==> config.mk <==
export PLATFORM = sky130hd
export DESIGN_NAME = vip_host_flat
export DESIGN_NICKNAME = d
export VERILOG_FILES = /design/src/shared/vip_pkg.sv /design/src/shared/vip_link_if.sv /design/src/rtl/vip_host.sv /design/src/flat_wrapper.sv
export SDC_FILE = /design/constraint.sdc
export NUM_CORES = 1
export LEC_CHECK = 0
export ABC_CLOCK_PERIOD_IN_PS = 2500
export BUFFER_PORTS_ARGS = -buffer_cell sky130_fd_sc_hd__buf_2
export CORE_UTILIZATION = 52
export CTS_CLUSTER_DIAMETER = 150
export DETAILED_ROUTE_END_ITERATION = 12
export PLACE_DENSITY = 0.74
export SETUP_SLACK_MARGIN = 0.3
export SYNTH_ARGS = -nofsm -noshare
export SYNTH_HDL_FRONTEND = slang
export SYNTH_SLANG_ARGS = --single-unit
==> constraint.sdc <==
create_clock -name mclk -period 2.5 [get_ports mclk]
set_clock_uncertainty 0.1 [all_clocks]
set_input_delay 0.375 -clock mclk [delete_from_list [all_inputs] [get_ports mclk]]
set_output_delay 0.375 -clock mclk [all_outputs]
set_load 0.01 [all_outputs]
==> src/shared/vip_pkg.sv <==
// shared constants and types for the virtual i/o probe core and its host
package vip_pkg;

  // ==========================================================
  // clock and timing
  localparam int CLK_HZ = 25_000_000;
  localparam int POLL_BASE_MS = 250;
  localparam int POLL_BASE_CYC = POLL_BASE_MS * (CLK_HZ / 1000);
  localparam int TRAIN_LEN = 16;
  localparam int PERSIST_LONG = 80;
  localparam int PERSIST_SHORT = 8;

  // ==========================================================
  // link commands
  typedef enum logic [3:0] {
    OP_NOP,
    OP_QUERY,
    OP_CLEAR,
    OP_SET,
    OP_UPDATE,
    OP_LOAD,
    OP_RUN,
    OP_PULSE,
    OP_RESET
  } vip_op_t;

  // set command data bits
  localparam int SET_VAL_BIT = 0;
  localparam int SET_BTN_BIT = 1;
  localparam int SET_LOW_BIT = 2;

  // ==========================================================
  // host register map (byte addresses)
  localparam logic [7:0] REG_CTRL = 8'h00;
  localparam logic [7:0] REG_CMD = 8'h04;
  localparam logic [7:0] REG_DATA = 8'h08;
  localparam logic [7:0] REG_STAT = 8'h0c;
  localparam logic [7:0] REG_MASK = 8'h10;
  localparam logic [7:0] REG_VALUE = 8'h14;
  localparam logic [7:0] REG_SHOW = 8'h18;

  localparam int CTRL_RATE_LSB = 0;
  localparam int CTRL_PERS_LSB = 3;
  localparam int CMD_OP_LSB = 0;
  localparam int CMD_IDX_LSB = 8;
  localparam int ST_SAMPLE = 0;
  localparam int ST_ACT = 1;

  localparam logic [2:0] RATE_RST = 3'h0;
  localparam logic [2:0] RATE_MANUAL = 3'h5;
  localparam logic [1:0] PERS_RST = 2'h0;
  localparam logic [1:0] MASK_RST = 2'h0;

  typedef enum logic [1:0] {
    PERS_INF,
    PERS_LONG,
    PERS_SHORT
  } vip_pers_t;

  // poll interval in units of the base period
  function automatic logic [4:0] vip_rate_mult(input logic [2:0] rate);
    case (rate)
      3'h0: vip_rate_mult = 5'h01;
      3'h1: vip_rate_mult = 5'h02;
      3'h2: vip_rate_mult = 5'h04;
      3'h3: vip_rate_mult = 5'h08;
      default: vip_rate_mult = 5'h14;
    endcase
  endfunction

endpackage

==> src/shared/vip_link_if.sv <==
// link between the probe core and its host controller
`timescale 1ns/10ps
interface vip_link_if #(parameter int N_IN = 8) ();
  logic cmd_valid;
  vip_pkg::vip_op_t cmd_op;
  logic [7:0] cmd_idx;
  logic [15:0] cmd_data;
  logic rsp_valid;
  logic [4*N_IN-1:0] rsp_data;

  modport core (
    input cmd_valid, cmd_op, cmd_idx, cmd_data,
    output rsp_valid, rsp_data
  );
  modport host (
    output cmd_valid, cmd_op, cmd_idx, cmd_data,
    input rsp_valid, rsp_data
  );
endinterface

==> src/rtl/vip_host.sv <==
// host controller: polls the probe core and relays software commands
//
// The placing of the registers and the strobed register port were left to the implementer.
`timescale 1ns/10ps
module vip_host #(
  parameter int N_IN = 8,
  parameter int POLL_UNIT_CYC = vip_pkg::POLL_BASE_CYC
) (
  // clock and reset
  input wire logic mclk,
  input wire logic rst,
  // link to the core
  vip_link_if.host link,
  // software register port
  input wire logic [7:0] addr,
  input wire logic [31:0] wdata,
  input wire logic we,
  input wire logic re,
  output logic [31:0] rdata,
  // interrupt
  output logic irq
);

  // ==========================================================
  // parameter checks
  generate
    if (N_IN < 1 || N_IN > 10) begin : g_bad_in
      $error("vip_host: N_IN must be 1 to 10");
    end
    if (POLL_UNIT_CYC < 2) begin : g_bad_poll
      $error("vip_host: POLL_UNIT_CYC must be at least 2");
    end
  endgenerate

  localparam int UW = $clog2(POLL_UNIT_CYC);

  // ==========================================================
  // state
  typedef struct packed {
    logic [2:0] rate;
    logic [1:0] pers;
    logic [1:0] mask;
    logic [1:0] stat;
    logic [15:0] cdata;
    logic cmd_valid;
    vip_pkg::vip_op_t op;
    logic [7:0] idx;
    logic [15:0] odata;
    logic [UW-1:0] unit_cnt;
    logic [4:0] mult_cnt;
    logic poll_pend;
    logic [N_IN-1:0] value;
    logic [3*N_IN-1:0] show;
    logic [N_IN-1:0][6:0] pcnt;
    logic [31:0] rdata;
  } vip_host_st_t;

  vip_host_st_t s_q;
  vip_host_st_t s_d;

  logic wr_cmd;
  logic [2:0] act;
  logic [6:0] limit;
  logic [N_IN-1:0] r_val;
  logic [N_IN-1:0] r_rise;
  logic [N_IN-1:0] r_fall;
  logic [N_IN-1:0] r_aact;

  assign wr_cmd = we && addr == vip_pkg::REG_CMD;
  assign {r_val, r_rise, r_fall, r_aact} = link.rsp_data;

  always_comb begin
    case (vip_pkg::vip_pers_t'(s_q.pers))
      vip_pkg::PERS_LONG: limit = 7'(vip_pkg::PERSIST_LONG);
      default: limit = 7'(vip_pkg::PERSIST_SHORT);
    endcase
  end

  // ==========================================================
  // next state
  always_comb begin
    s_d = s_q;
    act = 3'h0;
    s_d.cmd_valid = 1'b0;

    // poll timer; manual mode leaves it idle
    if (s_q.rate < vip_pkg::RATE_MANUAL) begin
      if (s_q.unit_cnt == UW'(POLL_UNIT_CYC - 1)) begin
        s_d.unit_cnt = '0;
        if (s_q.mult_cnt == vip_pkg::vip_rate_mult(s_q.rate) - 5'h01) begin
          s_d.mult_cnt = 5'h00;
          s_d.poll_pend = 1'b1;
        end else begin
          s_d.mult_cnt = s_q.mult_cnt + 5'h01;
        end
      end else begin
        s_d.unit_cnt = s_q.unit_cnt + UW'(1);
      end
    end

    // register writes
    if (we) begin
      case (addr)
        vip_pkg::REG_CTRL: begin
          s_d.rate = wdata[vip_pkg::CTRL_RATE_LSB +: 3];
          s_d.pers = wdata[vip_pkg::CTRL_PERS_LSB +: 2];
          s_d.unit_cnt = '0;
          s_d.mult_cnt = 5'h00;
        end
        vip_pkg::REG_DATA: s_d.cdata = wdata[15:0];
        vip_pkg::REG_MASK: s_d.mask = wdata[1:0];
        default: begin
        end
      endcase
    end

    // software command wins the slot; a due poll waits for a cycle with no command
    if (wr_cmd) begin
      s_d.cmd_valid = 1'b1;
      s_d.op = vip_pkg::vip_op_t'(wdata[vip_pkg::CMD_OP_LSB +: 4]);
      s_d.idx = wdata[vip_pkg::CMD_IDX_LSB +: 8];
      s_d.odata = s_q.cdata;
    end else if (s_q.poll_pend) begin
      s_d.cmd_valid = 1'b1;
      s_d.op = vip_pkg::OP_QUERY;
      s_d.idx = 8'h00;
      s_d.odata = 16'h0000;
      s_d.poll_pend = 1'b0;
    end

    // status: a read clears, a new event in the same cycle wins
    if (re && addr == vip_pkg::REG_STAT) begin
      s_d.stat = 2'h0;
    end

    // answers and persistence of shown activity
    if (link.rsp_valid) begin
      s_d.value = r_val;
      s_d.stat[vip_pkg::ST_SAMPLE] = 1'b1;
      if (|{r_rise, r_fall, r_aact}) begin
        s_d.stat[vip_pkg::ST_ACT] = 1'b1;
      end
      for (int i = 0; i < N_IN; i++) begin
        act = {r_rise[i], r_fall[i], r_aact[i]};
        if (act != 3'h0) begin
          s_d.show[3*i +: 3] = act;
          s_d.pcnt[i] = limit;
        end else if (s_q.pers != vip_pkg::PERS_INF) begin
          if (s_q.pcnt[i] > 7'h01) begin
            s_d.pcnt[i] = s_q.pcnt[i] - 7'h01;
          end else begin
            s_d.pcnt[i] = 7'h00;
            s_d.show[3*i +: 3] = 3'h0;
          end
        end
      end
    end

    // a clear command also wipes what is shown
    if (s_q.cmd_valid && s_q.op == vip_pkg::OP_CLEAR) begin
      s_d.show = '0;
      s_d.pcnt = '0;
    end

    // read data, one cycle after the strobe
    s_d.rdata = 32'h0000_0000;
    if (re) begin
      case (addr)
        vip_pkg::REG_CTRL: begin
          s_d.rdata[vip_pkg::CTRL_RATE_LSB +: 3] = s_q.rate;
          s_d.rdata[vip_pkg::CTRL_PERS_LSB +: 2] = s_q.pers;
        end
        vip_pkg::REG_DATA: s_d.rdata[15:0] = s_q.cdata;
        vip_pkg::REG_STAT: s_d.rdata[1:0] = s_q.stat;
        vip_pkg::REG_MASK: s_d.rdata[1:0] = s_q.mask;
        vip_pkg::REG_VALUE: s_d.rdata[N_IN-1:0] = s_q.value;
        vip_pkg::REG_SHOW: s_d.rdata[3*N_IN-1:0] = s_q.show;
        default: begin
        end
      endcase
    end
  end

  // ==========================================================
  // registers
  always_ff @(posedge mclk) begin
    if (rst) begin
      s_q <= '0;
      s_q.rate <= vip_pkg::RATE_RST;
      s_q.pers <= vip_pkg::PERS_RST;
      s_q.mask <= vip_pkg::MASK_RST;
    end else begin
      s_q <= s_d;
    end
  end

  // ==========================================================
  // outputs
  assign link.cmd_valid = s_q.cmd_valid;
  assign link.cmd_op = s_q.op;
  assign link.cmd_idx = s_q.idx;
  assign link.cmd_data = s_q.odata;
  assign rdata = s_q.rdata;
  assign irq = |(s_q.stat & s_q.mask);

endmodule

==> src/flat_wrapper.sv <==
// flat-port wrapper written by rule: the top's interface ports become plain ports
module vip_host_flat 
#(
  parameter int N_IN = 8,
  parameter int POLL_UNIT_CYC = vip_pkg::POLL_BASE_CYC
)
  (mclk, rst, addr, wdata, we, re, rdata, irq, link_cmd_valid, link_cmd_op, link_cmd_idx, link_cmd_data, link_rsp_valid, link_rsp_data);
  vip_link_if #(.N_IN(N_IN)) link_i ();
  input wire logic mclk;
  input wire logic rst;
  input wire logic [7:0] addr;
  input wire logic [31:0] wdata;
  input wire logic we;
  input wire logic re;
  output logic [31:0] rdata;
  output logic irq;
  output wire logic [$bits(link_i.cmd_valid)-1:0] link_cmd_valid;
  output wire logic [$bits(link_i.cmd_op)-1:0] link_cmd_op;
  output wire logic [$bits(link_i.cmd_idx)-1:0] link_cmd_idx;
  output wire logic [$bits(link_i.cmd_data)-1:0] link_cmd_data;
  input wire logic [$bits(link_i.rsp_valid)-1:0] link_rsp_valid;
  input wire logic [$bits(link_i.rsp_data)-1:0] link_rsp_data;
  assign link_cmd_valid = link_i.cmd_valid;
  assign link_cmd_op = link_i.cmd_op;
  assign link_cmd_idx = link_i.cmd_idx;
  assign link_cmd_data = link_i.cmd_data;
  assign link_i.rsp_valid = link_rsp_valid;
  assign link_i.rsp_data = link_rsp_data;
  vip_host #(.N_IN(N_IN), .POLL_UNIT_CYC(POLL_UNIT_CYC)) u_core (.mclk(mclk), .rst(rst), .link(link_i), .addr(addr), .wdata(wdata), .we(we), .re(re), .rdata(rdata), .irq(irq));
endmodule
=== Word-level counts from Yosys, hierarchy flattened ===
Index checks and enable logic that the tools add are counted.

* Register bits: 203
* Input port bits: 77
* Output and inout bits: 62
* Word-level logic and storage cells: 195

* Add/subtract/negate cells: 11
* $lt $le $gt $ge: 9
* Equal/unequal tests: 21
* Multiplexer cells: 70
* Bitwise logic cells: 3
* Reduce and logical (&&, ||, !) cells: 48

{| class="wikitable"
|+ Operators with widths
! cell !! number
|-
| 7-bit 2-to-1 mux || 25
|-
| 29-bit 2-to-1 mux || 3
|-
| 3-bit 2-to-1 mux || 24
|-
| 7-bit by 1-bit > comparator with 1-bit output, second input constant || 8
|-
| 28-bit 2-to-1 mux || 2
|-
| 7-bit by 1-bit subtractor with 7-bit output, second input constant || 8
|-
| 8-bit by 5-bit equality test with 1-bit output, second input constant || 3
|-
| 3-bit AND reduction || 8
|-
| 3-bit nonzero test || 8
|-
| 24-bit OR reduction || 1
|-
| 23-bit by 1-bit adder with 23-bit output, second input constant || 1
|-
| 23-bit equality test, second input constant || 1
|-
| 23-bit 2-to-1 mux || 1
|-
| 2-bit AND reduction || 11
|-
| 2-bit nonzero test || 11
|-
| 5-bit case mux with 4 select lines || 1
|-
| 8-bit by 4-bit equality test with 1-bit output, second input constant || 2
|-
| 2-bit by 1-bit inequality test with 1-bit output, second input constant || 8
|-
| 8-bit case mux with 2 select lines || 1
|-
| 5-bit 2-to-1 mux || 3
|-
| 2-bit case mux with 6 select lines || 1
|-
| 3-bit case mux with 4 select lines || 1
|-
| 3-bit case mux with 3 select lines || 1
|-
| 8-bit by 3-bit equality test with 1-bit output, second input constant || 1
|-
| 18 further kinds || 28
|}

=== Depth between registers and ports, before layout ===
* Depth in word-level cells: 11
* Gate-level depth with buffers: 9
* Gate-level depth less buffers: 8

=== Worst setup path after synthesis ===
OpenSTA, ideal clock, no wires.

* Path kind: reg2reg
* From: register u_core.s_q[200] in the netlist's numbering
* To: register u_core.s_q[120] in the netlist's numbering
* Library setup time: 0.070 ns
* Arrival time: 2.122 ns
* Data required time: 2.330 ns
* Path slack: 0.208 ns
* Stages on the path, launching flop included: 9
* Path buffers: 1
* Period minus slack after synthesis: 2.292 ns
* Cell sequence: dfxtp_1 > buf_6 > or3_2 > ha_1 > xnor2_1 > a21boi_0 > nor2_1 > or4_1 > a21oi_1

* Cells in the longest elaborated chain, start to end: 11
* Elaborated cells on any way between the ends: 15
* Those cells by class: 1 x add/sub; 1 x order compare; 4 x eq/ne; 8 x mux; 1 x reduce/logical

{| class="wikitable"
|+ RTL lines
! what !! line !! text
|-
| from (decl) || vip_host.sv:58 || <nowiki>vip_host_st_t s_q;</nowiki>
|-
| 3-bit by 2-bit equality test with 1-bit output, or another cell as far along || vip_pkg.sv:62 || <nowiki>case (rate)</nowiki>
|-
| 5-bit case mux with 4 select lines || vip_pkg.sv:62 ||
|-
| 5-bit 2-to-1 mux || vip_host.sv:88 || <nowiki>if (s_q.unit_cnt == UW'(POLL_UNIT_CYC - 1)) begin</nowiki>
|-
| 5-bit 2-to-1 mux || vip_host.sv:87 || <nowiki>if (s_q.rate < vip_pkg::RATE_MANUAL) begin</nowiki>
|-
| 5-bit by 1-bit subtractor with 5-bit output || vip_host.sv:90 || <nowiki>if (s_q.mult_cnt == vip_pkg::vip_rate_mult(s_q.rate) - 5'h01) begin</nowiki>
|-
| 5-bit equality test || vip_host.sv:90 ||
|-
| 1-bit 2-to-1 mux || vip_host.sv:90 ||
|-
| 6-bit 2-to-1 mux || vip_host.sv:88 ||
|-
| 29-bit 2-to-1 mux * || vip_host.sv:87 ||
|-
| 1-bit 2-to-1 mux || vip_host.sv:123 || <nowiki>end else if (s_q.poll_pend) begin</nowiki>
|-
| 1-bit 2-to-1 mux * || vip_host.sv:118 || <nowiki>if (wr_cmd) begin</nowiki>
|}

Every way passes the cells marked *; elsewhere a longest branch is shown, timed or not. The select of a mux whose other input is x is not followed.
A chain may end at the register's enable or synchronous reset.

=== Worst setup path after layout ===
Same ends and word-level chain as after synthesis.

==> impl_results.md <==
- Status: finished, final reports clean
- Max-cap check violation count: 0
- Area of combinational cells with multiple inputs: 4905 sq um
- Part of the power in combinational logic: 0.086
- Syn avg cell area: 8.229 sq um
- Drt wl/cell: 15.39 microns
- Worst min-delay path class: in2reg
- Total vias in the final route: 8240
- Worst relative slew slack: 0.4068
- RSZ-0062 raised after global routing: yes
- Overflow after GRT: 0
- Register area share after synthesis: 0.4111
- Maximum fanout along the worst path: 9
- Power density over the cells: 616.6 nW/um^2
- Initial core utilization: 0.5305
- Count of pins on the block boundary: 139
- Cell Chain, Critical Path: or3_4 > ha_4 > nor2b_1 > o21bai_1 > nand3_2 > or4_4 > a21oi_2
- Clock-pin transition on the worst setup and hold timing paths: 70 ps
- First DRT Iteration DRCs: 555
- Standard-cell rows: 49
- Final setup violating endpoints: 0
- Quantity of hold-fixing buffers added after cts: 0
- Static power due to leakage: 4.158 nW
- Maximum number of pins on one net before global-route repair: 81
- Async set-reset flop share out of synthesis: 0
- CP max-delay cell: sky130_fd_sc_hd__or4_4
- Slew of the pin with the lowest slew margin: 888.5 ps
- Clock H-tree levels: 4
- Gr usage total: 0.2415
- Slowest cell delay on critical path: 450 ps
- Worst setup EP type: flop
- Arrival @ worst endpoint: 2460 ps
- Time the worst path needs with I/O delays and setup: 2198 ps
- Die extent in x: 137.1 microns
- Final total negative setup slack: 0 ps
- Worst-Skew Late Latency: 430 ps
- Syn. warnings: 0
- Sequential share of power: 0.494
- Number of sinks driven by the clock tree: 195
- Yosys cell types: 70
- Net Switching: 0.001659 W
- Commonest register cell after synthesis: sky130_fd_sc_hd__dfxtp_1
- Internal power component: 0.004918 W
- Hold violation count in the final report: 0
- Fraction of the core area covered by cells at the end of the flow: 0.5959
- Post-detailed-routing wire length: 22470 microns
- Post-synthesis cell area: 9497 sq um
- Largest buffer count on any clock path: 2
- Number of antenna-violating nets in the routed design: 0
- Post-synth EDFFs: 0
- Clock buffers created by TritonCTS: 17
- CTS tree: yes
- Vias in the first global route: 7180
- IR drop worst, VDD: 0.5312 mV
- Fraction of power spent switching nets: 0.2523
- FILL cells: 1630
- Floorplan die height: 137.1 microns
- Cell at the root of the clock tree: sky130_fd_sc_hd__clkbuf_16
- IO Port Bufs: 114
- Via density per instance: 5.644
- Initial DRT Pass Iterations: 5
- Layout overhead on the synthesized area: 12.33%
- Required time at the endpoint of the critical path: 2760 ps
- Final RePlAce weighted congestion: 0.8692
- Flip-flop and latch count after synthesis: 195
- Remaining DRCs: 0
- Kind of critical path: reg2reg
- Final clock period utilization by the worst path: 0.8793
- Die ar.: 18810 sq um
- Area used by sequential logic in the layout: 3909 sq um
- Startpoint class of the critical path: flop
- Sum of net half-perimeters after detailed placement: 15600 microns
- Area inside the core boundary: 17900 sq um
- First-pass GRT wire length: 35950 microns
- Initial antenna violation count: 1
- Share of final-layout standard cells stronger than drive strength 1: 0.1821
- Syn Inst Count: 1154
- Timing-limited maximum frequency: 454.9 MHz
- Part of the total power dissipated in the clock network: 0.420
- Final number of max-transition violations: 0
- Final net count: 1313
## cells in the final DEF (no fill, tap or decap), types with 6 or more instances in the layout
cell / count
sky130_fd_sc_hd__conb_1: 8
sky130_fd_sc_hd__nand2_1: 113
sky130_fd_sc_hd__buf_4: 33
sky130_fd_sc_hd__nand4_1: 13
sky130_fd_sc_hd__nand3_1: 18
sky130_fd_sc_hd__or3_1: 10
sky130_fd_sc_hd__nor3_1: 52
sky130_fd_sc_hd__a31o_2: 10
sky130_fd_sc_hd__o21ai_0: 42
sky130_fd_sc_hd__buf_2: 114
sky130_fd_sc_hd__xnor2_1: 14
sky130_fd_sc_hd__a22o_1: 9
sky130_fd_sc_hd__a31oi_1: 15
sky130_fd_sc_hd__nor4_1: 11
sky130_fd_sc_hd__a21oi_1: 113
sky130_fd_sc_hd__and2_1: 10
sky130_fd_sc_hd__mux2i_1: 35
sky130_fd_sc_hd__ha_1: 18
sky130_fd_sc_hd__nor2b_1: 10
sky130_fd_sc_hd__nand3b_1: 37
sky130_fd_sc_hd__dfxtp_1: 193
sky130_fd_sc_hd__nor2_1: 155
sky130_fd_sc_hd__and3_1: 13
sky130_fd_sc_hd__inv_1: 24
sky130_fd_sc_hd__xor2_1: 16
sky130_fd_sc_hd__a21o_1: 6
sky130_fd_sc_hd__clkbuf_16: 17
sky130_fd_sc_hd__o21bai_1: 9
## cell type report
cell class | count | share of cell area
multi-input combinational | 829 | 0.4598
sequential | 195 | 0.3664
timing repair buffer | 150 | 0.08234
clock buffer | 17 | 0.03988
tap | 229 | 0.02686
clock inverter | 15 | 0.01607
inverter | 24 | 0.008445
antenna | 1 | 0.0002346
## what timing repair did
item,4_1_cts,5_1_grt
pin swaps,1,0
endpoints found under the setup margin,6,25
setup buffers,1,0
gates resized for setup,9,2
hold endpoints to repair,0,0
## kinds of logic (layout without fill, tap and decap cells)
family          Yosys count  after routing  synth area share
flops                   195            195            0.4111
fa+ha+maj                19             19           0.02503
compound gates          250            250            0.1599
simple gates            481            481            0.2520
buf+inv                 137            206           0.08011
mux                      40             40           0.04282
xor+xnor                 31             31           0.02859
other cells               1              9         0.0003949
## worst paths after layout
| kind | startpoint | to | slack (ps) | depth (start not counted) |
|---|---|---|---|---|
| setup / recovery | u_core.s_q[200] | u_core.s_q[120] | 300 | 7 |
| hold / removal | wdata[7] | u_core.s_q[185] | 90 | 3 |
| setup reg to reg | u_core.s_q[200] | u_core.s_q[120] | 300 | 7 |
| hold reg to reg | u_core.s_q[107] | u_core.s_q[107] | 350 | 2 |
## Yosys cell counts, types with 4 or more instances
cell	number	area [sq um]
sky130_fd_sc_hd__o22ai_1	4	25.02
sky130_fd_sc_hd__nand3b_1	37	277.8
sky130_fd_sc_hd__nor2b_1	10	62.56
sky130_fd_sc_hd__or3_1	10	62.56
sky130_fd_sc_hd__and2_1	10	62.56
sky130_fd_sc_hd__a21o_1	7	52.55
sky130_fd_sc_hd__nand4_1	13	81.33
sky130_fd_sc_hd__clkbuf_1	44	165.2
sky130_fd_sc_hd__nor2_1	157	589.3
sky130_fd_sc_hd__inv_1	24	90.09
sky130_fd_sc_hd__nor3_1	52	260.3
sky130_fd_sc_hd__a22oi_1	5	37.54
sky130_fd_sc_hd__a31oi_1	15	93.84
sky130_fd_sc_hd__mux2_2	5	56.30
sky130_fd_sc_hd__o21ai_0	42	210.2
sky130_fd_sc_hd__a21boi_0	4	30.03
sky130_fd_sc_hd__dfxtp_1	195	3904
sky130_fd_sc_hd__buf_1	4	15.01
sky130_fd_sc_hd__nor4_1	11	68.82
sky130_fd_sc_hd__a22o_1	9	78.83
sky130_fd_sc_hd__nand2_1	113	424.2
sky130_fd_sc_hd__a31o_2	10	87.58
sky130_fd_sc_hd__nand3_1	19	95.09
sky130_fd_sc_hd__and3_1	13	81.33
sky130_fd_sc_hd__xnor2_1	15	131.4
sky130_fd_sc_hd__nor4b_1	4	35.03
sky130_fd_sc_hd__o21bai_1	9	67.56
sky130_fd_sc_hd__ha_1	19	237.7
sky130_fd_sc_hd__a21oi_1	114	570.6
sky130_fd_sc_hd__xor2_1	16	140.1
sky130_fd_sc_hd__or4_1	6	45.04
sky130_fd_sc_hd__a2bb2oi_1	4	35.03
sky130_fd_sc_hd__mux2i_1	35	350.3
sky130_fd_sc_hd__buf_4	61	457.9
## power by group through the flow
stage	Clock, W	Sequential (W)	Combinational, W
global placement	0	0.00332	0.000549
CTS	0.00281	0.00325	0.000563
floorplan	0	0.00330	0.000396
finish	0.00276	0.00325	0.000567
detailed placement	0	0.00332	0.000557
global route	0.00295	0.00326	0.000641
## routing by layer
| metal | vias to the layer above | track usage | share of wire |
|---|---|---|---|
| met1 | 3900 | 0.3311 | 0.46 |
| met4 | 0 | 0.06960 | 0.019 |
| met2 | 213 | 0.3824 | 0.47 |
| met3 | 28 | 0.04852 | 0.052 |
| li1 | 4099 | - | - |
| met5 | - | 0 | 0 |
## state kept, by name, summed over array words and instances (netlist names)
name,cells
u_core.link.cmd_op,4
u_core.link.cmd_data,16
u_core.rdata,24
u_core.link.cmd_idx,8
u_core.link.cmd_valid,1
u_core.s_q,142
## worst max-delay path, delay by kind of cell, from the launching register on
kind                     cells  cell delay (ps)
AO/OA/AOI/OAI                2              330
AND/OR/NAND/NOR              4             1150
adder cells (fa/ha/maj)      1              180
flip-flops                   1              370
## metrics by stage
stage	setup slack, ps	area, sq um	hold slack, ps	power, W	std cells
after detailed placement	153.4	10020	344.5	0.003875	1426
final	301.7	10670	87.14	0.006577	1460
after global placement	181.4	10020	338.6	0.003865	1426
after CTS	328.7	10660	70.35	0.006620	1459
after global routing	249.3	10670	80.21	0.006851	1460
after floorplan	299.1	9543	328.4	0.003694	1161
(Power assumes the default switching activity.)
